## config.mk

```make
export PLATFORM = sky130hd
export DESIGN_NAME = uts_uart
export DESIGN_NICKNAME = d
export VERILOG_FILES = /design/src/verilog/uts_pkg.sv /design/src/verilog/uts_fifo.sv /design/src/verilog/uts_uart.sv
export SDC_FILE = /design/constraint.sdc
export NUM_CORES = 1
export LEC_CHECK = 0
export ABC_CLOCK_PERIOD_IN_PS = 7200
export BUFFER_PORTS_ARGS = -buffer_cell sky130_fd_sc_hd__buf_2
export CAP_MARGIN = 15
export CORE_ASPECT_RATIO = 0.8
export CORE_MARGIN = 2
export CORE_UTILIZATION = 30
export CTS_CLUSTER_DIAMETER = 60
export DETAILED_ROUTE_END_ITERATION = 6
export PLACE_DENSITY = 0.49
export SLEW_MARGIN = 20
export SYNTH_ARGS = -nofsm -noshare
export SYNTH_HDL_FRONTEND = slang
export SYNTH_HIERARCHICAL = 1
export SYNTH_SLANG_ARGS = --single-unit
```

## constraint.sdc

```tcl
create_clock -name clk_sys -period 7.2 [get_ports clk_sys]
set_input_delay 1.08 -clock clk_sys [delete_from_list [all_inputs] [get_ports clk_sys]]
set_output_delay 1.08 -clock clk_sys [all_outputs]
set_load 0.01 [all_outputs]
```

## src/verilog/uts_pkg.sv

```systemverilog
// Purpose: Shared constants and types of the serial port status/control block.
// Assumes: 50 MHz system clock, 8N1 character frames.
// Notes:   Register indices are word addresses on the plain register port.
//
// How it works
// - Transmit select 10 interrupts when a load into the shifter empties the buffer.
// - Transmit select 01 interrupts once the last character has left the shifter.
// - Transmit select 00 interrupts on every load into the shifter.
// - With infrared off the idle-invert bit makes the line idle low, else high.
// - With infrared on the idle-invert bit gives an encoded idle of 1, else 0.
// - The shift-empty flag reads 1 only when shifter and buffer are empty.
// - Receive select 11 interrupts when a character fills the receive buffer.
// - Receive select 10 interrupts when a character leaves 3 in the buffer.
// - Receive select 0x interrupts on every received character.
package uts_pkg;

	// ****************************************
	// Register map
	// ****************************************
	localparam logic [2:0] ADDR_STA  = 3'h0; // Status and control
	localparam logic [2:0] ADDR_TXD  = 3'h1; // Transmit data, write only
	localparam logic [2:0] ADDR_RXD  = 3'h2; // Receive data, read pops
	localparam logic [2:0] ADDR_IST  = 3'h3; // Interrupt status, W1C
	localparam logic [2:0] ADDR_IMSK = 3'h4; // Interrupt mask
	localparam logic [2:0] ADDR_MODE = 3'h5; // Mode: infrared encoding

	// Status/control field positions
	localparam int BIT_TXSEL_HI = 15;
	localparam int BIT_INV      = 14;
	localparam int BIT_TXSEL_LO = 13;
	localparam int BIT_BRK      = 11;
	localparam int BIT_TXEN     = 10;
	localparam int BIT_TXBF     = 9;
	localparam int BIT_TX_SHIFT_EMPTY     = 8;
	localparam int BIT_RXSEL    = 6;
	localparam int BIT_RXAVAIL  = 0;
	localparam int IRQ_TX       = 0;
	localparam int IRQ_RX       = 1;
	localparam int MODE_INFRARED_ENCODE_ENABLE    = 0;

	// Select encodings
	localparam logic [1:0] TXSEL_EACH  = 2'h0;
	localparam logic [1:0] TXSEL_DONE  = 2'h1;
	localparam logic [1:0] TXSEL_EMPTY = 2'h2;
	localparam logic [1:0] RXSEL_3Q    = 2'h2;
	localparam logic [1:0] RXSEL_FULL  = 2'h3;

	// ****************************************
	// Timing and framing
	// ****************************************
	localparam int CLK_HZ       = 50_000_000;
	localparam int BAUD_HZ      = 115_200;
	localparam int CLKS_PER_BIT = CLK_HZ / BAUD_HZ;
	localparam int DATA_BITS    = 8;
	localparam int BRK_BITS     = 12;
	localparam int IR_NUM       = 3;  // Infrared pulse is 3/16 of a bit
	localparam int IR_DEN       = 16;

	typedef struct packed {
		logic [1:0] tx_sel;
		logic       tx_idle_invert;
		logic       send_sync_break;
		logic       tx_enable;
		logic [1:0] rx_irq_select;
	} uts_ctrl_t;

	localparam uts_ctrl_t CTRL_RST = '{2'h0, 1'b0, 1'b0, 1'b0, 2'h0};
	localparam logic [1:0] IRQ_RST = 2'h0;

	typedef enum logic [1:0] {
		TX_IDLE  = 2'b00,
		TX_START = 2'b01,
		TX_SHIFT = 2'b10,
		TX_STOP  = 2'b11
	} uts_tx_state_t;

	typedef enum logic [1:0] {
		RX_IDLE  = 2'b00,
		RX_START = 2'b01,
		RX_DATA  = 2'b10,
		RX_STOP  = 2'b11
	} uts_rx_state_t;

endpackage : uts_pkg

```

## src/verilog/uts_fifo.sv

```systemverilog
// Purpose: Small character buffer with registered read data.
// Assumes: Nothing of the caller; pushes when full and pops when empty are ignored.
// Notes:   Read data appear the cycle after a pop.
module uts_fifo #(
	parameter int W     = 8,
	parameter int DEPTH = 4,
	parameter int AW    = $clog2(DEPTH)
) (
	input  wire logic          clk_sys,
	input  wire logic          rst_n,
	input  wire logic          flush,
	input  wire logic          push,
	input  wire logic [W-1:0]  wdata,
	input  wire logic          pop,
	output logic      [W-1:0]  rdata,
	output logic      [AW:0]   count,
	output logic               full,
	output logic               empty
);
	logic [W-1:0]  mem_q [DEPTH];
	logic [AW-1:0] wr_q;
	logic [AW-1:0] rd_q;
	logic [AW:0]   cnt_q;
	logic          do_push;
	logic          do_pop;

	if (DEPTH < 2 || (1 << AW) != DEPTH) begin : g_chk
		$error("uts_fifo: DEPTH must be a power of two, at least 2");
	end

	assign count   = cnt_q;
	assign full    = cnt_q == (AW+1)'(DEPTH);
	assign empty   = cnt_q == '0;
	assign do_push = push && !full;
	assign do_pop  = pop && !empty;

	// Storage needs no reset; occupancy decides what is valid
	always_ff @(posedge clk_sys) begin
		if (do_push) begin
			mem_q[wr_q] <= wdata;
		end
	end

	// Pointers and occupancy
	always_ff @(posedge clk_sys or negedge rst_n) begin
		if (!rst_n) begin
			wr_q  <= '0;
			rd_q  <= '0;
			cnt_q <= '0;
		end else if (flush) begin
			wr_q  <= '0;
			rd_q  <= '0;
			cnt_q <= '0;
		end else begin
			if (do_push) begin
				wr_q <= wr_q + 1'b1;
			end
			if (do_pop) begin
				rd_q <= rd_q + 1'b1;
			end
			cnt_q <= cnt_q + (AW+1)'(do_push) - (AW+1)'(do_pop);
		end
	end

	// Registered read port
	always_ff @(posedge clk_sys or negedge rst_n) begin
		if (!rst_n) begin
			rdata <= '0;
		end else if (do_pop) begin
			rdata <= mem_q[rd_q];
		end
	end

endmodule : uts_fifo

```

## src/verilog/uts_uart.sv

```systemverilog
// Purpose: Serial port with status/control register, buffers and interrupt.
// Assumes: 8N1 frames; one baud rate fixed by CLKS_PER_BIT.
// Notes:   Receive errors are dropped silently; no error flags are kept.
//
// The register offsets and the strobed register port were left to the implementer.
module uts_uart #(
	parameter int CLKS_PER_BIT = uts_pkg::CLKS_PER_BIT,
	parameter int TX_DEPTH     = 4,
	parameter int RX_DEPTH     = 4
) (
	input  wire logic        clk_sys,
	input  wire logic        rst_n,
	input  wire logic [2:0]  reg_addr,
	input  wire logic [15:0] reg_wdata,
	input  wire logic        reg_wr,
	input  wire logic        reg_rd,
	output logic      [15:0] reg_rdata,
	output logic             serial_tx_pin_level,
	output logic             serial_tx_pin_en,
	input  wire logic        serial_rx_pin,
	output logic             irq
);
	localparam int TAW = $clog2(TX_DEPTH);
	localparam int RAW = $clog2(RX_DEPTH);
	localparam logic [15:0] CPB  = 16'(CLKS_PER_BIT);
	localparam logic [15:0] HALF = 16'(CLKS_PER_BIT / 2);
	localparam logic [15:0] IRLEN =
		16'(CLKS_PER_BIT * uts_pkg::IR_NUM / uts_pkg::IR_DEN);
	localparam logic [3:0] LAST_DATA = 4'(uts_pkg::DATA_BITS - 1);
	localparam logic [3:0] LAST_BRK  = 4'(uts_pkg::BRK_BITS - 1);
	localparam logic [RAW:0] RX_FULL_N = (RAW+1)'(RX_DEPTH - 1);
	localparam logic [RAW:0] RX_3Q_N   = (RAW+1)'(RX_DEPTH * 3 / 4 - 1);

	if (CLKS_PER_BIT < 16 || CLKS_PER_BIT > 65535) begin : g_chk_cpb
		$error("uts_uart: CLKS_PER_BIT out of range 16..65535");
	end
	if (RX_DEPTH % 4 != 0) begin : g_chk_rx
		$error("uts_uart: RX_DEPTH must be a multiple of four");
	end

	// ****************************************
	// Reset release
	// ****************************************
	logic [1:0] rst_sync_q;
	logic       rst_core_n;

	// Release is synchronous so no flop sees a reset edge mid-cycle
	always_ff @(posedge clk_sys or negedge rst_n) begin
		if (!rst_n) begin
			rst_sync_q <= 2'h0;
		end else begin
			rst_sync_q <= {rst_sync_q[0], 1'b1};
		end
	end
	assign rst_core_n = rst_sync_q[1];

	// ****************************************
	// Register port
	// ****************************************
	uts_pkg::uts_ctrl_t  ctrl_q;
	uts_pkg::uts_tx_state_t tx_state_q;
	uts_pkg::uts_rx_state_t rx_state_q;
	logic        infrared_encode_enable_q;
	logic [1:0]  ist_q;
	logic [1:0]  imsk_q;
	logic [1:0]  evt;
	logic        evt_tx;
	logic        evt_rx;
	logic [15:0] rdata_q;
	logic [15:0] sta_word;
	logic        rd_rxd_q;
	logic        wr_sta;
	logic        brk_done;
	logic        tx_full;
	logic        tx_empty;
	logic        tx_shift_empty;
	logic [TAW:0] tx_count;
	logic [7:0]  tx_rdata;
	logic        tx_push;
	logic        tx_pop;
	logic        rx_full;
	logic        rx_empty;
	logic [RAW:0] rx_count;
	logic [7:0]  rx_rdata;
	logic        rx_push;
	logic        rx_pop;

	assign wr_sta  = reg_wr && reg_addr == uts_pkg::ADDR_STA;
	assign tx_push = reg_wr && reg_addr == uts_pkg::ADDR_TXD &&
		ctrl_q.tx_enable;
	assign rx_pop  = reg_rd && reg_addr == uts_pkg::ADDR_RXD && !rx_empty;

	// Control fields; a written break request wins over its own completion
	always_ff @(posedge clk_sys or negedge rst_core_n) begin
		if (!rst_core_n) begin
			ctrl_q <= uts_pkg::CTRL_RST;
		end else if (wr_sta) begin
			ctrl_q.tx_sel <= {reg_wdata[uts_pkg::BIT_TXSEL_HI],
				reg_wdata[uts_pkg::BIT_TXSEL_LO]};
			ctrl_q.tx_idle_invert  <= reg_wdata[uts_pkg::BIT_INV];
			ctrl_q.send_sync_break <= reg_wdata[uts_pkg::BIT_BRK];
			ctrl_q.tx_enable       <= reg_wdata[uts_pkg::BIT_TXEN];
			ctrl_q.rx_irq_select   <= reg_wdata[uts_pkg::BIT_RXSEL +: 2];
		end else if (brk_done) begin
			ctrl_q.send_sync_break <= 1'b0;
		end
	end

	// Mode and mask registers
	always_ff @(posedge clk_sys or negedge rst_core_n) begin
		if (!rst_core_n) begin
			infrared_encode_enable_q <= 1'b0;
			imsk_q <= uts_pkg::IRQ_RST;
		end else if (reg_wr) begin
			if (reg_addr == uts_pkg::ADDR_MODE) begin
				infrared_encode_enable_q <= reg_wdata[uts_pkg::MODE_INFRARED_ENCODE_ENABLE];
			end
			if (reg_addr == uts_pkg::ADDR_IMSK) begin
				imsk_q <= reg_wdata[1:0];
			end
		end
	end

	// Sticky events; a new event beats a write-one-to-clear
	always_ff @(posedge clk_sys or negedge rst_core_n) begin
		if (!rst_core_n) begin
			ist_q <= uts_pkg::IRQ_RST;
		end else if (reg_wr && reg_addr == uts_pkg::ADDR_IST) begin
			ist_q <= (ist_q & ~reg_wdata[1:0]) | evt;
		end else begin
			ist_q <= ist_q | evt;
		end
	end
	assign irq = |(ist_q & imsk_q);

	// Live status word; bit 12 and the receive error bits read zero
	always_comb begin
		sta_word = 16'h0000;
		sta_word[uts_pkg::BIT_TXSEL_HI] = ctrl_q.tx_sel[1];
		sta_word[uts_pkg::BIT_INV]      = ctrl_q.tx_idle_invert;
		sta_word[uts_pkg::BIT_TXSEL_LO] = ctrl_q.tx_sel[0];
		sta_word[uts_pkg::BIT_BRK]      = ctrl_q.send_sync_break;
		sta_word[uts_pkg::BIT_TXEN]     = ctrl_q.tx_enable;
		sta_word[uts_pkg::BIT_TXBF]     = tx_full;
		sta_word[uts_pkg::BIT_TX_SHIFT_EMPTY]     = tx_shift_empty;
		sta_word[uts_pkg::BIT_RXSEL +: 2] = ctrl_q.rx_irq_select;
		sta_word[uts_pkg::BIT_RXAVAIL]  = !rx_empty;
	end

	// Read data stand one cycle after the strobe, zero otherwise
	always_ff @(posedge clk_sys or negedge rst_core_n) begin
		if (!rst_core_n) begin
			rdata_q  <= 16'h0000;
			rd_rxd_q <= 1'b0;
		end else begin
			rd_rxd_q <= reg_rd && reg_addr == uts_pkg::ADDR_RXD;
			rdata_q  <= 16'h0000;
			if (reg_rd) begin
				unique case (reg_addr)
					uts_pkg::ADDR_STA:  rdata_q <= sta_word;
					uts_pkg::ADDR_IST:  rdata_q <= {14'h0000, ist_q};
					uts_pkg::ADDR_IMSK: rdata_q <= {14'h0000, imsk_q};
					uts_pkg::ADDR_MODE: rdata_q <= {15'h0000, infrared_encode_enable_q};
					default:            rdata_q <= 16'h0000;
				endcase
			end
		end
	end
	// Receive data come straight from the buffer's output register
	assign reg_rdata = rd_rxd_q ? {8'h00, rx_rdata} : rdata_q;

	// ****************************************
	// Transmitter
	// ****************************************
	logic [15:0] tx_cnt_q;
	logic [3:0]  tx_bits_q;
	logic [7:0]  tx_shift_q;
	logic        tx_is_brk_q;
	logic        tx_load_q;
	logic        tx_tick;
	logic        tx_line;
	logic        tx_shift_empty_q;
	logic        tx_level_d;

	uts_fifo #(
		.DEPTH (TX_DEPTH)
	) u_tx_buf (
		.clk_sys (clk_sys),
		.rst_n   (rst_core_n),
		.flush   (!ctrl_q.tx_enable),
		.push    (tx_push),
		.wdata   (reg_wdata[7:0]),
		.pop     (tx_pop),
		.rdata   (tx_rdata),
		.count   (tx_count),
		.full    (tx_full),
		.empty   (tx_empty)
	);

	assign tx_tick = tx_cnt_q == CPB - 16'h0001;
	assign tx_pop  = ctrl_q.tx_enable && tx_state_q == uts_pkg::TX_IDLE &&
		!ctrl_q.send_sync_break && !tx_empty;
	assign brk_done = tx_state_q == uts_pkg::TX_STOP && tx_tick &&
		tx_is_brk_q;
	assign tx_shift_empty = tx_state_q == uts_pkg::TX_IDLE && tx_empty &&
		!tx_load_q;

	// Bit timer restarts with each frame
	always_ff @(posedge clk_sys or negedge rst_core_n) begin
		if (!rst_core_n) begin
			tx_cnt_q <= 16'h0000;
		end else if (tx_state_q == uts_pkg::TX_IDLE || tx_tick) begin
			tx_cnt_q <= 16'h0000;
		end else begin
			tx_cnt_q <= tx_cnt_q + 16'h0001;
		end
	end

	// Frame sequencer; a disable drops the frame at once
	always_ff @(posedge clk_sys or negedge rst_core_n) begin
		if (!rst_core_n) begin
			tx_state_q  <= uts_pkg::TX_IDLE;
			tx_bits_q   <= 4'h0;
			tx_is_brk_q <= 1'b0;
		end else if (!ctrl_q.tx_enable) begin
			tx_state_q <= uts_pkg::TX_IDLE;
		end else begin
			unique case (tx_state_q)
				uts_pkg::TX_IDLE: begin
					if (ctrl_q.send_sync_break) begin
						tx_state_q  <= uts_pkg::TX_START;
						tx_is_brk_q <= 1'b1;
					end else if (!tx_empty) begin
						tx_state_q  <= uts_pkg::TX_START;
						tx_is_brk_q <= 1'b0;
					end
				end
				uts_pkg::TX_START: begin
					if (tx_tick) begin
						tx_state_q <= uts_pkg::TX_SHIFT;
						tx_bits_q  <= 4'h0;
					end
				end
				uts_pkg::TX_SHIFT: begin
					if (tx_tick) begin
						tx_bits_q <= tx_bits_q + 4'h1;
						if (tx_bits_q == (tx_is_brk_q ? LAST_BRK : LAST_DATA)) begin
							tx_state_q <= uts_pkg::TX_STOP;
						end
					end
				end
				uts_pkg::TX_STOP: begin
					if (tx_tick) begin
						tx_state_q <= uts_pkg::TX_IDLE;
					end
				end
			endcase
		end
	end

	// Shifter loads the cycle after the pop, when buffer data are out
	always_ff @(posedge clk_sys or negedge rst_core_n) begin
		if (!rst_core_n) begin
			tx_load_q  <= 1'b0;
			tx_shift_q <= 8'h00;
		end else begin
			tx_load_q <= tx_pop;
			if (tx_load_q) begin
				tx_shift_q <= tx_rdata;
			end else if (tx_state_q == uts_pkg::TX_SHIFT && tx_tick) begin
				tx_shift_q <= {1'b0, tx_shift_q[7:1]};
			end
		end
	end

	// Break bits are all zero whatever the shifter holds
	always_comb begin
		unique case (tx_state_q)
			uts_pkg::TX_START: tx_line = 1'b0;
			uts_pkg::TX_SHIFT: tx_line = !tx_is_brk_q && tx_shift_q[0];
			default:           tx_line = 1'b1;
		endcase
	end

	// Infrared sends a short pulse for each zero bit; idle is no pulse
	assign tx_level_d = infrared_encode_enable_q ?
		((!tx_line && tx_cnt_q < IRLEN) ^ ctrl_q.tx_idle_invert) :
		(tx_line ^ ctrl_q.tx_idle_invert);

	// Pin level from a flop so it never glitches
	always_ff @(posedge clk_sys or negedge rst_core_n) begin
		if (!rst_core_n) begin
			serial_tx_pin_level <= 1'b1;
			serial_tx_pin_en    <= 1'b0;
			tx_shift_empty_q    <= 1'b1;
		end else begin
			serial_tx_pin_level <= tx_level_d;
			serial_tx_pin_en    <= ctrl_q.tx_enable;
			tx_shift_empty_q    <= tx_shift_empty;
		end
	end

	// Transmit interrupt source by select
	always_comb begin
		unique case (ctrl_q.tx_sel)
			uts_pkg::TXSEL_EACH:  evt_tx = tx_pop;
			uts_pkg::TXSEL_EMPTY: evt_tx = tx_pop &&
				tx_count == (TAW+1)'(1) && !tx_push;
			uts_pkg::TXSEL_DONE:  evt_tx = ctrl_q.tx_enable &&
				tx_shift_empty && !tx_shift_empty_q;
			default:              evt_tx = 1'b0;
		endcase
	end

	// ****************************************
	// Receiver
	// ****************************************
	logic [2:0]  rx_sync_q;
	logic        rx_level_q;
	logic [15:0] rx_cnt_q;
	logic [3:0]  rx_bits_q;
	logic [7:0]  rx_shift_q;
	logic        rx_tick;

	// Pin filter: a change counts once the last two stages agree
	always_ff @(posedge clk_sys or negedge rst_core_n) begin
		if (!rst_core_n) begin
			rx_sync_q  <= 3'h7;
			rx_level_q <= 1'b1;
		end else begin
			rx_sync_q <= {rx_sync_q[1:0], serial_rx_pin};
			if (rx_sync_q[1] == rx_sync_q[2]) begin
				rx_level_q <= rx_sync_q[2];
			end
		end
	end

	assign rx_tick = rx_cnt_q == (rx_state_q == uts_pkg::RX_START ?
		HALF : CPB) - 16'h0001;

	// Sample at mid-bit; a bad start or stop bit drops the character
	always_ff @(posedge clk_sys or negedge rst_core_n) begin
		if (!rst_core_n) begin
			rx_state_q <= uts_pkg::RX_IDLE;
			rx_cnt_q   <= 16'h0000;
			rx_bits_q  <= 4'h0;
			rx_shift_q <= 8'h00;
		end else begin
			rx_cnt_q <= (rx_tick || rx_state_q == uts_pkg::RX_IDLE) ?
				16'h0000 : rx_cnt_q + 16'h0001;
			unique case (rx_state_q)
				uts_pkg::RX_IDLE: begin
					if (!rx_level_q) begin
						rx_state_q <= uts_pkg::RX_START;
					end
				end
				uts_pkg::RX_START: begin
					if (rx_tick) begin
						rx_bits_q  <= 4'h0;
						rx_state_q <= rx_level_q ? uts_pkg::RX_IDLE :
							uts_pkg::RX_DATA;
					end
				end
				uts_pkg::RX_DATA: begin
					if (rx_tick) begin
						rx_shift_q <= {rx_level_q, rx_shift_q[7:1]};
						rx_bits_q  <= rx_bits_q + 4'h1;
						if (rx_bits_q == LAST_DATA) begin
							rx_state_q <= uts_pkg::RX_STOP;
						end
					end
				end
				uts_pkg::RX_STOP: begin
					if (rx_tick) begin
						rx_state_q <= uts_pkg::RX_IDLE;
					end
				end
			endcase
		end
	end

	assign rx_push = rx_state_q == uts_pkg::RX_STOP && rx_tick &&
		rx_level_q && !rx_full;

	uts_fifo #(
		.DEPTH (RX_DEPTH)
	) u_rx_buf (
		.clk_sys (clk_sys),
		.rst_n   (rst_core_n),
		.flush   (1'b0),
		.push    (rx_push),
		.wdata   (rx_shift_q),
		.pop     (rx_pop),
		.rdata   (rx_rdata),
		.count   (rx_count),
		.full    (rx_full),
		.empty   (rx_empty)
	);

	// Receive interrupt source by fill level after the transfer
	always_comb begin
		unique case (ctrl_q.rx_irq_select)
			uts_pkg::RXSEL_FULL: evt_rx = rx_push &&
				!rx_pop && rx_count == RX_FULL_N;
			uts_pkg::RXSEL_3Q:   evt_rx = rx_push &&
				!rx_pop && rx_count == RX_3Q_N;
			default:             evt_rx = rx_push;
		endcase
	end
	// One driver for the event vector: receive is bit 1, transmit bit 0
	assign evt = {evt_rx, evt_tx};
endmodule : uts_uart

```

==> metrics.txt, run 1 <==
# TYPE chip_impl_metric gauge
chip_impl_info{name="status",value="complete, no violations"} 1
chip_impl_metric{name="netlist-cell-type-count",unit=""} 71
chip_impl_metric{name="design.die.area",unit="mm^2"} 0.0303
chip_impl_info{name="timing.setup.critical_path_class",value="reg2reg"} 1
chip_impl_metric{name="gr-usage-met1",unit="%"} 17.1
chip_impl_metric{name="cts_made_buffers",unit=""} 17
chip_impl_metric{name="post_cts_setup_inserts",unit=""} 0
chip_impl_info{name="top_usage_layer",value="met2"} 1
chip_impl_metric{name="ir_drop",unit="mV"} 0.189
chip_impl_metric{name="timing.critical_path.buf_inv",unit=""} 4
chip_impl_metric{name="buffer_ports.inserted",unit=""} 38
chip_impl_metric{name="critical-path-max-stage-delay",unit="ns"} 0.82
chip_impl_metric{name="synthCells",unit=""} 665
chip_impl_metric{name="floorplan.core_area",unit="mm^2"} 0.0284
chip_impl_metric{name="worst_slew_pin_slew",unit="ns"} 0.969
chip_impl_metric{name="io_pins",unit=""} 43
chip_impl_metric{name="antenna_found_initial",unit=""} 1
chip_impl_metric{name="synthesis.yosys.warnings",unit=""} 6
chip_impl_metric{name="use_met3",unit="%"} 3.22
chip_impl_info{name="cts_root_buf",value="clkbuf_16"} 1
chip_impl_info{name="hp-class",value="reg2reg"} 1
chip_impl_metric{name="globalRouteMet2Util",unit="%"} 18.2
chip_impl_metric{name="reg2reg_slack",unit="ns"} 3.13
chip_impl_metric{name="timing.critical_path.fanout_max",unit=""} 19
chip_impl_metric{name="clock_latency_on_the_worst_skew_pair",unit="ns"} 0.43
chip_impl_metric{name="post_cts_resized",unit=""} 0
chip_impl_metric{name="grt_max_degree",unit=""} 68
chip_impl_metric{name="final_layout_size_suffix_gt1_share",unit="%"} 22.5
chip_impl_metric{name="placement.cell_area",unit="mm^2"} 0.00919
chip_impl_metric{name="drt_antenna_net_count",unit=""} 0
chip_impl_metric{name="data_required_time_at_the_worst_endpoint",unit="ns"} 7.55
chip_impl_info{name="critPathLaunchType",value="flop"} 1
chip_impl_metric{name="cp.depth",unit=""} 15
chip_impl_metric{name="min_period",unit="ns"} 4.07
chip_impl_metric{name="synthToLayoutAreaGrowth",unit="%"} 13.0
chip_impl_metric{name="timing.slew.headroom",unit="%"} 35.4
chip_impl_metric{name="finClkSkew",unit="ns"} 0.0110
chip_impl_info{name="crit_family",value="simple AND/OR/NAND/NOR gates"} 1
chip_impl_metric{name="cts.reportedPaths.clkPinSlew",unit="ns"} 0.07
chip_impl_metric{name="detailroute.via_count",unit=""} 5145
chip_impl_metric{name="numClockSinks",unit=""} 189
chip_impl_metric{name="worstRegToRegCells",unit=""} 15
chip_impl_metric{name="power_per_cell_area",unit="mW/mm^2"} 247
chip_impl_metric{name="layout_worst_path_cycle_share",unit="%"} 56.5
chip_impl_metric{name="max_cap_viol_count",unit=""} 0
chip_impl_metric{name="drt_pre_antenna_iters",unit=""} 4
chip_impl_info{name="final_common_cell",value="dfrtp_1"} 1
chip_impl_metric{name="dr.first_iter.drc_count",unit=""} 325
chip_impl_metric{name="placement_rows",unit=""} 55
chip_impl_info{name="critical_path.slowest_cell",value="a21oi_2"} 1
chip_impl_metric{name="post-route-drc-count",unit=""} 0
chip_impl_metric{name="synth-edff-count",unit=""} 64
chip_impl_metric{name="finalSetupViolations",unit=""} 0
chip_impl_metric{name="chipHeight",unit="um"} 156
chip_impl_metric{name="maxSlewViolCount",unit=""} 0
chip_impl_metric{name="gpl.final_weighted_congestion",unit=""} 0.756
chip_impl_metric{name="fmax",unit="MHz"} 246
chip_impl_metric{name="grt_remaining_overflow",unit=""} 0
chip_impl_metric{name="post_synthesis_register_bit_count",unit=""} 189
chip_impl_info{name="worstSetupEndpointType",value="flop"} 1
chip_impl_metric{name="grt_pass1_wl",unit="um"} 28900
chip_impl_metric{name="final-hold-violation-count",unit=""} 0
chip_impl_metric{name="synthArstFlopShare",unit="%"} 66.1
chip_impl_metric{name="final.setup.tns",unit="ns"} 0
chip_impl_metric{name="detailedPlacementHpwl",unit="um"} 11400
chip_impl_metric{name="hold_depth",unit=""} 0
chip_impl_metric{name="routed_via_density",unit=""} 4.74
chip_impl_info{name="postSynth.topFlopCell",value="dfrtp_1"} 1
chip_impl_metric{name="cts_hold_repair.buffers",unit=""} 0
chip_impl_metric{name="mappedNetlistArea",unit="mm^2"} 0.00866
chip_impl_metric{name="worst-endpoint-arrival",unit="ns"} 4.41
chip_impl_metric{name="initial_utilization",unit="%"} 30.6
chip_impl_metric{name="globalRouteTotalUtil",unit="%"} 12.0
chip_impl_metric{name="synth-seq-area-share",unit="%"} 58.4
chip_impl_info{name="timing.critical_path.cells",value="nor4b_4 -> nand4b_4 -> a21oi_2 -> and2_1 -> inv_1 -> nor2_1 -> inv_1 -> ha_1 -> inv_1 -> ha_1 -> inv_1 -> fa_1 -> xor2_1 -> and2_1 -> nor3_1"} 1
chip_impl_metric{name="route.final.wire_length",unit="um"} 17100
chip_impl_metric{name="nets",unit=""} 749
chip_impl_info{name="most-common-layout-cells",value="118 x dfrtp_1, 64 x edfxtp_1, 46 x nor2_1"} 1
chip_impl_metric{name="number_of_global_route_vias_before_repair",unit=""} 5223
chip_impl_info{name="rsz0062_at_grt",value="no"} 1
chip_impl_metric{name="cts_max_level",unit=""} 4
chip_impl_metric{name="floorplan.die.width",unit="um"} 194
chip_impl_metric{name="cts_buffer_depth",unit=""} 2
chip_impl_info{name="crit_path_most_repeated_cell",value="inv_1"} 1
chip_impl_info{name="hp-start",value="rx_sync_q[0]"} 1
chip_impl_metric{name="route.detailed.wl_per_inst",unit="um"} 15.8
chip_impl_metric{name="stdcell_area",unit="mm^2"} 0.00979
chip_impl_metric{name="syn_area_per_cell",unit="um^2"} 13.0
chip_impl_metric{name="p_leak",unit="nW"} 4.03
chip_impl_info{name="tritoncts",value="yes"} 1
## layer usage
layer | part of all wire [%] | up-vias
li1 | - | 2502
met1 | 50 | 2575
met2 | 46 | 59
met3 | 3.5 | 9
met4 | 0.78 | 0
met5 | 0 | -
## cells in the mapped netlist (all sizes together) (13+ instances only)
cell type | count | area (um^2)
dfrtp | 119 | 2980
clkbuf | 17 | 65.1
xor2 | 14 | 123
nor2b | 15 | 93.8
mux4 | 16 | 360
o21ai | 23 | 123
xnor2 | 22 | 193
nand2 | 19 | 71.3
and3 | 19 | 129
nor2 | 46 | 173
edfxtp | 64 | 1920
nor3 | 30 | 150
nand4 | 13 | 87.6
inv | 32 | 120
nand3 | 34 | 170
buf | 13 | 101
mux2 | 38 | 428
ha | 22 | 275
## cell families (layout without fill, tap and decap cells)
kind of cell / after synthesis / count (layout) / synth area share, %
buffers and inverters: 64 / 106 / 3.68
other: 2 / 10 / 0.0867
and+or+nand+nor: 222 / 222 / 14.6
muxes: 56 / 56 / 9.33
DFF: 189 / 189 / 58.4
AOI/OAI and AO/OA: 71 / 71 / 6.56
xor gates and xnor gates: 36 / 36 / 3.64
adders and majority gates: 25 / 25 / 3.76
## where the power goes
part | switching [W] | internal, W
combinational | 0.000123 | 0.0000956
clock | 0.000470 | 0.000469
sequential | 0.0000676 | 0.00119
## worst paths after layout
path / to
worst max register to register: u_rx_buf/count[2]
worst max-delay path: u_rx_buf/count[2]
min in group asynchronous: rx_bits_q[2]
max in group asynchronous: rdata_q[11]
worst min-delay path: rx_sync_q[1]
worst min register to register: rx_sync_q[1]
## flip-flops by register name (all words and copies together), names as in the netlist, 11 cells and up, named ones only
name            count
rdata_q            11
u_tx_buf/mem_q     32
rx_cnt_q           16
u_rx_buf/mem_q     32
tx_cnt_q           16
## per-stage QoR
stage | hold slack [ns] | worst slack [ns] | std cells | total power (W) | util (%)
after floorplan | 0.331 | 3.47 | 672 | 0.00143 | -
after global placement | 0.338 | 3.14 | 1052 | 0.00150 | 32.4
after detailed placement | 0.346 | 3.13 | 1052 | 0.00151 | 32.4
after CTS | 0.359 | 3.05 | 1084 | 0.00246 | 34.5
after global routing | 0.366 | 2.78 | 1084 | 0.00255 | 34.5
final | 0.357 | 3.13 | 1085 | 0.00242 | 34.5
## area by class of cell
class	instances	area (um^2)
inverters	34	153
multi-input cells	419	3320
diodes	1	2.50
clock inverters	15	164
fillers	2812	18600
flip-flops and latches	189	5060
clock buffers	17	425
repair buffers	40	205
well taps	370	463
Power figures use the tool's default switching activity.
==> run 2, diff against run 1 <==
--- a/config.mk
+++ b/config.mk
@@ -5,7 +5,8 @@
 export SDC_FILE = /design/constraint.sdc
 export NUM_CORES = 1
 export LEC_CHECK = 0
-export ABC_CLOCK_PERIOD_IN_PS = 7200
+export ABC_AREA = 1
+export ABC_CLOCK_PERIOD_IN_PS = 3900
 export BUFFER_PORTS_ARGS = -buffer_cell sky130_fd_sc_hd__buf_2
 export CAP_MARGIN = 15
 export CORE_ASPECT_RATIO = 0.8
==> constraint.sdc (replaced) <==
create_clock -name clk_sys -period 3.9 [get_ports clk_sys]
set_input_delay 0.585 -clock clk_sys [delete_from_list [all_inputs] [get_ports clk_sys]]
set_output_delay 0.585 -clock clk_sys [all_outputs]
set_load 0.01 [all_outputs]
==> run 2 against run 1 <==
Effect of this change:
- final cell count increased by 40%
- worst hold slack got worse by 0.10 ns
- combinational power increased to 3.9 times the previous value
- fmax increased by 39%
- sequential cell count unchanged
- sequential power increased by 92%
- routed wire length increased by 11%
- worst setup slack got worse by 2.2 ns
- clock power increased by 78%
- non-clock buffer count increased by 3
- register-to-register slack got worse by 2.2 ns
- via count increased by 25%
- critical endpoint unchanged
- largest cell class unchanged
==> metrics.txt, run 2 <==
# TYPE chip_impl_metric gauge
chip_impl_metric{name="netlist-cell-type-count",unit=""} 45
chip_impl_metric{name="cts.reportedPaths.clkPinSlew",unit="ns"} 0.07
chip_impl_metric{name="number_of_global_route_vias_before_repair",unit=""} 6153
chip_impl_metric{name="ir_drop",unit="mV"} 0.308
chip_impl_metric{name="io_pins",unit=""} 43
chip_impl_metric{name="drt_pre_antenna_iters",unit=""} 7
chip_impl_metric{name="p_leak",unit="nW"} 4.98
chip_impl_info{name="most-common-layout-cells",value="278 x nand2_1, 185 x inv_1, 118 x dfrtp_1"} 1
chip_impl_metric{name="finClkSkew",unit="ns"} 0.00894
chip_impl_info{name="synthTopCellsByCount",value="278 x nand2_1, 185 x inv_1, 119 x dfrtp_1, 102 x nor2_1, 82 x nand3_1"} 1
chip_impl_info{name="hp-start",value="serial_rx_pin"} 1
chip_impl_metric{name="synth-seq-area-share",unit="%"} 55.5
chip_impl_metric{name="detailroute.via_count",unit=""} 6416
chip_impl_metric{name="worst-endpoint-arrival",unit="ns"} 3.29
chip_impl_info{name="top_usage_layer",value="met1"} 1
chip_impl_metric{name="dr.first_iter.drc_count",unit=""} 377
chip_impl_metric{name="fill_cells",unit=""} 3112
chip_impl_info{name="rsz0062_at_grt",value="no"} 1
chip_impl_metric{name="numClockSinks",unit=""} 189
chip_impl_info{name="final_common_cell",value="nand2_1"} 1
chip_impl_metric{name="post-route-drc-count",unit=""} 0
chip_impl_metric{name="grt_remaining_overflow",unit=""} 0
chip_impl_info{name="timing.setup.critical_path_class",value="reg2reg"} 1
chip_impl_metric{name="drt_antenna_net_count",unit=""} 0
chip_impl_metric{name="grt_max_degree",unit=""} 68
chip_impl_metric{name="use_met3",unit="%"} 3.89
chip_impl_metric{name="max_cap_viol_count",unit=""} 0
chip_impl_metric{name="globalRouteTotalUtil",unit="%"} 12.8
chip_impl_metric{name="clock_latency_on_the_worst_skew_pair",unit="ns"} 0.43
chip_impl_info{name="critical_path.slowest_cell",value="dfrtp_1"} 1
chip_impl_metric{name="worstRegToRegCells",unit=""} 15
chip_impl_info{name="hp-class",value="in2reg"} 1
chip_impl_info{name="tritoncts",value="yes"} 1
chip_impl_metric{name="multiInputGateArea",unit="mm^2"} 0.00315
chip_impl_metric{name="post_synthesis_register_bit_count",unit=""} 189
chip_impl_metric{name="floorplan.die.width",unit="um"} 199
chip_impl_metric{name="synth-edff-count",unit=""} 64
chip_impl_metric{name="layout_worst_path_cycle_share",unit="%"} 75.2
chip_impl_metric{name="finalSetupViolations",unit=""} 0
chip_impl_metric{name="gpl.final_weighted_congestion",unit=""} 0.828
chip_impl_metric{name="buffer_ports.inserted",unit=""} 38
chip_impl_metric{name="maxSlewViolCount",unit=""} 0
chip_impl_metric{name="hold_depth",unit=""} 1
chip_impl_metric{name="power.total",unit="W"} 0.00495
chip_impl_info{name="worstSetupEndpointType",value="flop"} 1
chip_impl_info{name="worst_r2r_startpoint",value="rx_cnt_q[5]"} 1
chip_impl_metric{name="design.die.area",unit="mm^2"} 0.0318
chip_impl_info{name="yosys-top-cells-area",value="dfrtp_1 33%, edfxtp_1 21%, nand2_1 11%"} 1
chip_impl_info{name="end_point_of_the_worst_hold_path",value="rx_sync_q[0]"} 1
chip_impl_metric{name="grt_pass1_wl",unit="um"} 31700
chip_impl_metric{name="placement_rows",unit=""} 57
chip_impl_metric{name="initial_utilization",unit="%"} 30.2
chip_impl_metric{name="final_layout_size_suffix_gt1_share",unit="%"} 9.70
chip_impl_metric{name="synthArstFlopShare",unit="%"} 66.1
chip_impl_metric{name="reg2reg_slack",unit="ns"} 0.97
chip_impl_metric{name="gr-usage-met1",unit="%"} 18.6
chip_impl_metric{name="syn_area_per_cell",unit="um^2"} 8.71
chip_impl_metric{name="power_per_cell_area",unit="mW/mm^2"} 483
chip_impl_metric{name="timing.critical_path.fanout_max",unit=""} 11
chip_impl_metric{name="timing.slew.headroom",unit="%"} 38.2
chip_impl_metric{name="floorplan.core_area",unit="mm^2"} 0.0302
chip_impl_metric{name="final.setup.tns",unit="ns"} 0
chip_impl_metric{name="globalRouteMet2Util",unit="%"} 18.4
chip_impl_metric{name="min_period",unit="ns"} 2.93
chip_impl_metric{name="critical-path-max-stage-delay",unit="ns"} 0.54
chip_impl_metric{name="data_required_time_at_the_worst_endpoint",unit="ns"} 4.26
chip_impl_info{name="synth_most_common_cell",value="nand2_1"} 1
chip_impl_metric{name="cts_made_buffers",unit=""} 17
chip_impl_metric{name="mappedNetlistArea",unit="mm^2"} 0.00912
chip_impl_metric{name="cts_max_level",unit=""} 4
chip_impl_info{name="netlist.top_cell.by_area",value="dfrtp_1"} 1
chip_impl_metric{name="route.detailed.wl_per_inst",unit="um"} 12.5
chip_impl_info{name="cts_root_buf",value="clkbuf_16"} 1
chip_impl_metric{name="synth_largest_type_area_fraction",unit="%"} 32.7
chip_impl_metric{name="post_cts_setup_inserts",unit=""} 0
chip_impl_metric{name="post_cts_resized",unit=""} 0
chip_impl_metric{name="seqCellArea",unit="mm^2"} 0.00506
chip_impl_metric{name="synthCells",unit=""} 1047
chip_impl_info{name="status",value="complete, no violations"} 1
chip_impl_info{name="timing.critical_path.cells",value="inv_1 -> nor2_1 -> nand3_1 -> nand2_1 -> nand3_2 -> nor2_1 -> nand2_1 -> ha_1 -> inv_1 -> ha_1 -> inv_1 -> fa_1 -> nand3_1 -> nand2_1 -> nor2_1"} 1
chip_impl_metric{name="cts_buffer_depth",unit=""} 2
chip_impl_metric{name="routed_via_density",unit=""} 4.22
chip_impl_metric{name="synthesis.yosys.warnings",unit=""} 6
chip_impl_metric{name="nets",unit=""} 1138
chip_impl_metric{name="timing.critical_path.buf_inv",unit=""} 3
chip_impl_info{name="registers_with_the_most_flip_flops",value="u_rx_buf/mem_q (32), u_tx_buf/mem_q (32)"} 1
chip_impl_info{name="crit_family",value="simple AND/OR/NAND/NOR gates"} 1
chip_impl_metric{name="worst_slew_pin_slew",unit="ns"} 0.928
chip_impl_metric{name="chipHeight",unit="um"} 160
chip_impl_metric{name="fmax",unit="MHz"} 341
chip_impl_metric{name="route.final.wire_length",unit="um"} 19000
chip_impl_metric{name="antenna_found_initial",unit=""} 6
chip_impl_metric{name="synthToLayoutAreaGrowth",unit="%"} 12.5
chip_impl_info{name="critPathLaunchType",value="flop"} 1
chip_impl_metric{name="final-hold-violation-count",unit=""} 0
chip_impl_info{name="postSynth.topFlopCell",value="dfrtp_1"} 1
chip_impl_info{name="critical_path.reg2reg.endpoint",value="u_rx_buf/count[2]"} 1
chip_impl_metric{name="detailedPlacementHpwl",unit="um"} 13300
-- run 2: cell count changes after synthesis, moves of 16 or more --
cell and delta:
inv_1 +153, mux4_2 -16, nor2_1 +56, xnor2_1 -19, nand3_1 +48, a21oi_1 +27, nand2_1 +259, mux2_2 -34
-- run 2: cell type report --
| type | count | share of cell area (%) |
|---|---|---|
| Clock buffer | 18 | 4.28 |
| Multi-Input combinational cell | 645 | 30.7 |
| Timing Repair Buffer | 43 | 2.25 |
| Inverter | 194 | 7.10 |
| Tap cell | 413 | 5.04 |
| Sequential cell | 189 | 49.4 |
| Antenna cell | 4 | 0.0976 |
| Clock inverter | 14 | 1.13 |
-- run 2: worst reg2reg max path: stages (launching register included) --
cell	delay, ns
dfrtp_1	0.54
inv_1	0.08
nor2_1	0.09
nand3_1	0.07
nand2_1	0.09
nand3_2	0.23
nor2_1	0.35
nand2_1	0.26
ha_1	0.33
inv_1	0.05
ha_1	0.13
inv_1	0.04
fa_1	0.38
nand3_1	0.10
nand2_1	0.05
nor2_1	0.09
-- run 2: worst max-delay path by stage --
stage             startpoint                 to  slack (ns)  cells past startpoint
2_1_floorplan  rst_sync_q[1]          async pin        0.17                      0
3_3_place_gp     reg_addr[0]  u_rx_buf/count[2]        0.92                     13
3_5_place_dp     reg_addr[0]  u_rx_buf/count[2]        0.88                     14
4_1_cts         rx_cnt_q[10]  u_rx_buf/count[2]        0.95                     16
5_1_grt          rx_cnt_q[5]  u_rx_buf/count[2]        0.58                     15
6_report         rx_cnt_q[5]  u_rx_buf/count[2]        0.97                     15
-- run 2: power breakdown --
part	switching (W)	internal (W)	total [W]
combinational	0.000559	0.000303	0.000862
clock	0.000813	0.000858	0.00167
sequential	0.000179	0.00224	0.00242
-- run 2: cells by family after synthesis --
group / Yosys count / synth area share, %
flip-flops: 189 / 55.5
XOR/XNOR: 14 / 1.35
buffers and inverters: 216 / 10.1
multiplexers: 4 / 0.494
AO/OA/AOI/OAI: 74 / 4.43
adder cells (fa/ha/maj): 25 / 3.57
AND/OR/NAND/NOR: 523 / 24.5
other: 2 / 0.0824
-- run 2: routing by layer --
| metal | vias up | part of all wire (%) | wire length (um) |
|---|---|---|---|
| li1 | 3381 | - | - |
| met1 | 2914 | 52 | 9920 |
| met2 | 106 | 41 | 7860 |
| met3 | 11 | 5.1 | 970 |
| met4 | 4 | 0.96 | 182 |
| met5 | - | 0.11 | 21 |
-- run 2: what timing repair did --
item                       CTS  global route
hold buffers                 1             0
setup endpoints to repair    0             0
hold endpoints to repair     2             0
-- run 2: stage by stage --
stage / setup WS (ns) / utilization [%] / area (um^2) / hold WS (ns) / instances
after floorplan: 0.170 / - / 9130 / 0.289 / 1050
after global placement: 0.923 / 32.1 / 9680 / 0.334 / 1483
after detailed placement: 0.885 / 32.1 / 9680 / 0.339 / 1483
after CTS: 0.953 / 34.0 / 10200 / 0.224 / 1516
after global routing: 0.579 / 34.0 / 10200 / 0.216 / 1517
final: 0.968 / 34.0 / 10300 / 0.252 / 1520
==> run 3, diff against run 2 <==
--- a/config.mk
+++ b/config.mk
@@ -6,7 +6,7 @@
 export NUM_CORES = 1
 export LEC_CHECK = 0
 export ABC_AREA = 1
-export ABC_CLOCK_PERIOD_IN_PS = 3900
+export ABC_CLOCK_PERIOD_IN_PS = 2800
 export BUFFER_PORTS_ARGS = -buffer_cell sky130_fd_sc_hd__buf_2
 export CAP_MARGIN = 15
 export CORE_ASPECT_RATIO = 0.8
==> constraint.sdc (replaced) <==
create_clock -name clk_sys -period 2.8 [get_ports clk_sys]
set_input_delay 0.42 -clock clk_sys [delete_from_list [all_inputs] [get_ports clk_sys]]
set_output_delay 0.42 -clock clk_sys [all_outputs]
set_load 0.01 [all_outputs]
==> run 3 against run 2 <==
Effect of this change:
- combinational power increased by 47%
- total power increased by 42%
- global-route usage increased by 0.25 points
- final area increased by 1.7%
- sequential share of layout area decreased by 0.81 points
- critical path type unchanged
==> metrics.txt, run 3 (synthesis results as in run 2) <==
# TYPE chip_impl_metric gauge
chip_impl_metric{name="floorplan.die.width",unit="um"} 199
chip_impl_metric{name="placement.cell_area",unit="mm^2"} 0.00985
chip_impl_metric{name="finClkSkew",unit="ns"} 0.0104
chip_impl_info{name="timing.setup.critical_path_class",value="reg2reg"} 1
chip_impl_info{name="cts_root_buf",value="clkbuf_16"} 1
chip_impl_metric{name="stdcell_area",unit="mm^2"} 0.0104
chip_impl_metric{name="internal-power",unit="W"} 0.00482
chip_impl_metric{name="swShare",unit="%"} 31.3
chip_impl_metric{name="dr.first_iter.drc_count",unit=""} 372
chip_impl_info{name="hp-start",value="serial_rx_pin"} 1
chip_impl_metric{name="fmax",unit="MHz"} 400
chip_impl_metric{name="cts_max_level",unit=""} 4
chip_impl_metric{name="final_layout_size_suffix_gt1_share",unit="%"} 11.3
chip_impl_metric{name="multiInputGateArea",unit="mm^2"} 0.00315
chip_impl_metric{name="post_cts_setup_inserts",unit=""} 0
chip_impl_metric{name="hold_depth",unit=""} 1
chip_impl_info{name="final_common_cell",value="nand2_1"} 1
chip_impl_metric{name="gpl.final_weighted_congestion",unit=""} 0.886
chip_impl_info{name="hp-class",value="in2reg"} 1
chip_impl_metric{name="max_cap_viol_count",unit=""} 0
chip_impl_metric{name="share_seq_of_total_power",unit="%"} 47.7
chip_impl_metric{name="min_period",unit="ns"} 2.50
chip_impl_metric{name="final.setup.tns",unit="ns"} 0
chip_impl_metric{name="floorplan.core_area",unit="mm^2"} 0.0302
chip_impl_info{name="worst_r2r_startpoint",value="tx_state_q[0]"} 1
chip_impl_info{name="most-common-layout-cells",value="277 x nand2_1, 185 x inv_1, 117 x dfrtp_1"} 1
chip_impl_metric{name="data_required_time_at_the_worst_endpoint",unit="ns"} 3.13
chip_impl_metric{name="n_antenna_cell",unit=""} 0
chip_impl_metric{name="seqCellArea",unit="mm^2"} 0.00506
chip_impl_metric{name="detailroute.via_count",unit=""} 6482
chip_impl_metric{name="placement.setup.worst_slack",unit="ns"} 0.219
chip_impl_metric{name="grt_pass1_wl",unit="um"} 32100
chip_impl_metric{name="initial_utilization",unit="%"} 30.2
chip_impl_metric{name="timing.final.ws_setup",unit="ns"} 0.297
chip_impl_metric{name="layout_worst_path_cycle_share",unit="%"} 89.4
chip_impl_metric{name="route.final.wire_length",unit="um"} 19600
chip_impl_metric{name="buffer_ports.inserted",unit=""} 38
chip_impl_info{name="timing.critical_path.cells",value="inv_1 -> ha_1 -> nand2_1 -> nor3_1 -> nand2_1 -> inv_2 -> ha_1 -> inv_1 -> ha_1 -> inv_1 -> fa_1 -> a21oi_1 -> nor2_1"} 1
chip_impl_metric{name="placement_rows",unit=""} 57
chip_impl_metric{name="clock_power_share",unit="%"} 34.2
chip_impl_metric{name="numClockSinks",unit=""} 189
chip_impl_metric{name="reg2reg_slack",unit="ns"} 0.30
chip_impl_info{name="critical_path.slowest_cell",value="dfrtp_1"} 1
chip_impl_metric{name="route.detailed.wl_per_inst",unit="um"} 12.7
chip_impl_metric{name="finalSetupViolations",unit=""} 0
chip_impl_metric{name="routed_via_density",unit=""} 4.22
chip_impl_metric{name="p_leak",unit="nW"} 5.08
chip_impl_metric{name="cts_made_buffers",unit=""} 17
chip_impl_info{name="end_point_of_the_worst_hold_path",value="rx_sync_q[0]"} 1
chip_impl_metric{name="grt_max_degree",unit=""} 44
chip_impl_metric{name="ir_drop",unit="mV"} 0.444
chip_impl_metric{name="clock_latency_on_the_worst_skew_pair",unit="ns"} 0.44
chip_impl_metric{name="chipHeight",unit="um"} 160
chip_impl_metric{name="drt_antenna_net_count",unit=""} 0
chip_impl_metric{name="timing.slew.headroom",unit="%"} 53.1
chip_impl_metric{name="cts_buffer_depth",unit=""} 2
chip_impl_metric{name="detailedPlacementHpwl",unit="um"} 13800
chip_impl_info{name="critical_path.reg2reg.endpoint",value="u_tx_buf/count[2]"} 1
chip_impl_metric{name="maxSlewViolCount",unit=""} 0
chip_impl_metric{name="switching_power",unit="W"} 0.00220
chip_impl_metric{name="cts.reportedPaths.clkPinSlew",unit="ns"} 0.07
chip_impl_info{name="worstSetupEndpointType",value="flop"} 1
chip_impl_info{name="critPathLaunchType",value="flop"} 1
chip_impl_metric{name="power_per_cell_area",unit="mW/mm^2"} 673
chip_impl_info{name="rsz0062_at_grt",value="no"} 1
chip_impl_metric{name="worstRegToRegCells",unit=""} 13
chip_impl_info{name="registers_with_the_most_flip_flops",value="u_rx_buf/mem_q (32), u_tx_buf/mem_q (32)"} 1
chip_impl_metric{name="io_pins",unit=""} 43
chip_impl_metric{name="worst-endpoint-arrival",unit="ns"} 2.84
chip_impl_metric{name="fill_cells",unit=""} 3103
chip_impl_info{name="tritoncts",value="yes"} 1
chip_impl_info{name="status",value="complete, no violations"} 1
chip_impl_metric{name="number_of_global_route_vias_before_repair",unit=""} 6039
chip_impl_metric{name="final-hold-violation-count",unit=""} 0
chip_impl_metric{name="drt_pre_antenna_iters",unit=""} 5
chip_impl_metric{name="nets",unit=""} 1159
chip_impl_metric{name="grt_remaining_overflow",unit=""} 0
chip_impl_metric{name="worst_slew_pin_slew",unit="ns"} 0.703
chip_impl_metric{name="comb_power_share",unit="%"} 18.1
chip_impl_metric{name="design.die.area",unit="mm^2"} 0.0318
chip_impl_metric{name="synthToLayoutAreaGrowth",unit="%"} 14.4
chip_impl_metric{name="antenna_found_initial",unit=""} 2
chip_impl_metric{name="globalRouteTotalUtil",unit="%"} 13.0
chip_impl_metric{name="timing.critical_path.fanout_max",unit=""} 9
chip_impl_metric{name="post-route-drc-count",unit=""} 0
chip_impl_metric{name="critical-path-max-stage-delay",unit="ns"} 0.41
[run 3: layout make-up]
type	count	area share, %
sequential	189	48.6
multi-input combinational	645	30.3
clock buffer	19	4.15
inverter	194	6.98
timing repair buffer	64	3.84
clock inverter	13	1.26
tap	413	4.96
[run 3: worst max path at each step]
| stage | from | to | slack (ns) | cells after the start |
|---|---|---|---|---|
| 4_1_cts | rx_cnt_q[2] | u_rx_buf/count[2] | 0.22 | 15 |
| 2_1_floorplan | rx_cnt_q[5] | u_rx_buf/count[2] | 0.35 | 15 |
| 6_report | tx_state_q[0] | u_tx_buf/count[2] | 0.30 | 13 |
| 5_1_grt | u_rx_buf/count[0] | u_rx_buf/count[2] | 0.04 | 15 |
| 3_3_place_gp | reg_addr[0] | u_rx_buf/count[2] | 0.22 | 13 |
| 3_5_place_dp | reg_addr[0] | u_rx_buf/count[2] | 0.22 | 13 |
[run 3: metrics by stage]
stage	total power [W]	util [%]	cells	hold WS [ns]
final	0.00701	34.6	1537	0.0722
after global routing	0.00746	34.6	1537	0.0372
after CTS	0.00710	34.5	1537	0.0457
after detailed placement	0.00467	32.6	1504	0.206
after global placement	0.00466	32.6	1504	0.206
after floorplan	0.00431	-	1050	0.124
[run 3: critical path, delay by kind of cell, from the launching register on]
family                   cells  cell delay [ns]
buffers and inverters        4             0.37
AO/OA/AOI/OAI                1             0.13
adder cells (fa/ha/maj)      4             1.00
AND/OR/NAND/NOR              4             0.49
flip-flops                   1             0.41
[run 3: power by group through the flow]
stage          logic, W  registers, W  clock network (W)
2_1_floorplan  0.000989       0.00332                  0
3_3_place_gp    0.00126       0.00340                  0
3_5_place_dp    0.00127       0.00340                  0
4_1_cts         0.00128       0.00335            0.00247
5_1_grt         0.00148       0.00339            0.00259
6_report        0.00127       0.00334            0.00240
[run 3: repair_timing]
action	4_1_cts	5_1_grt
resized for setup	0	2
hold buffers	1	0
endpoints found under the setup margin	0	1
hold endpoints to repair	2	0
[run 3: metal layers]
metal | track usage, % | vias to the layer above | wire [um]
met1 | 19.1 | 2943 | 10200
met2 | 19.1 | 104 | 8310
met4 | 3.90 | 4 | 243
met3 | 3.00 | 17 | 781
li1 | - | 3414 | -
met5 | 0 | - | 27
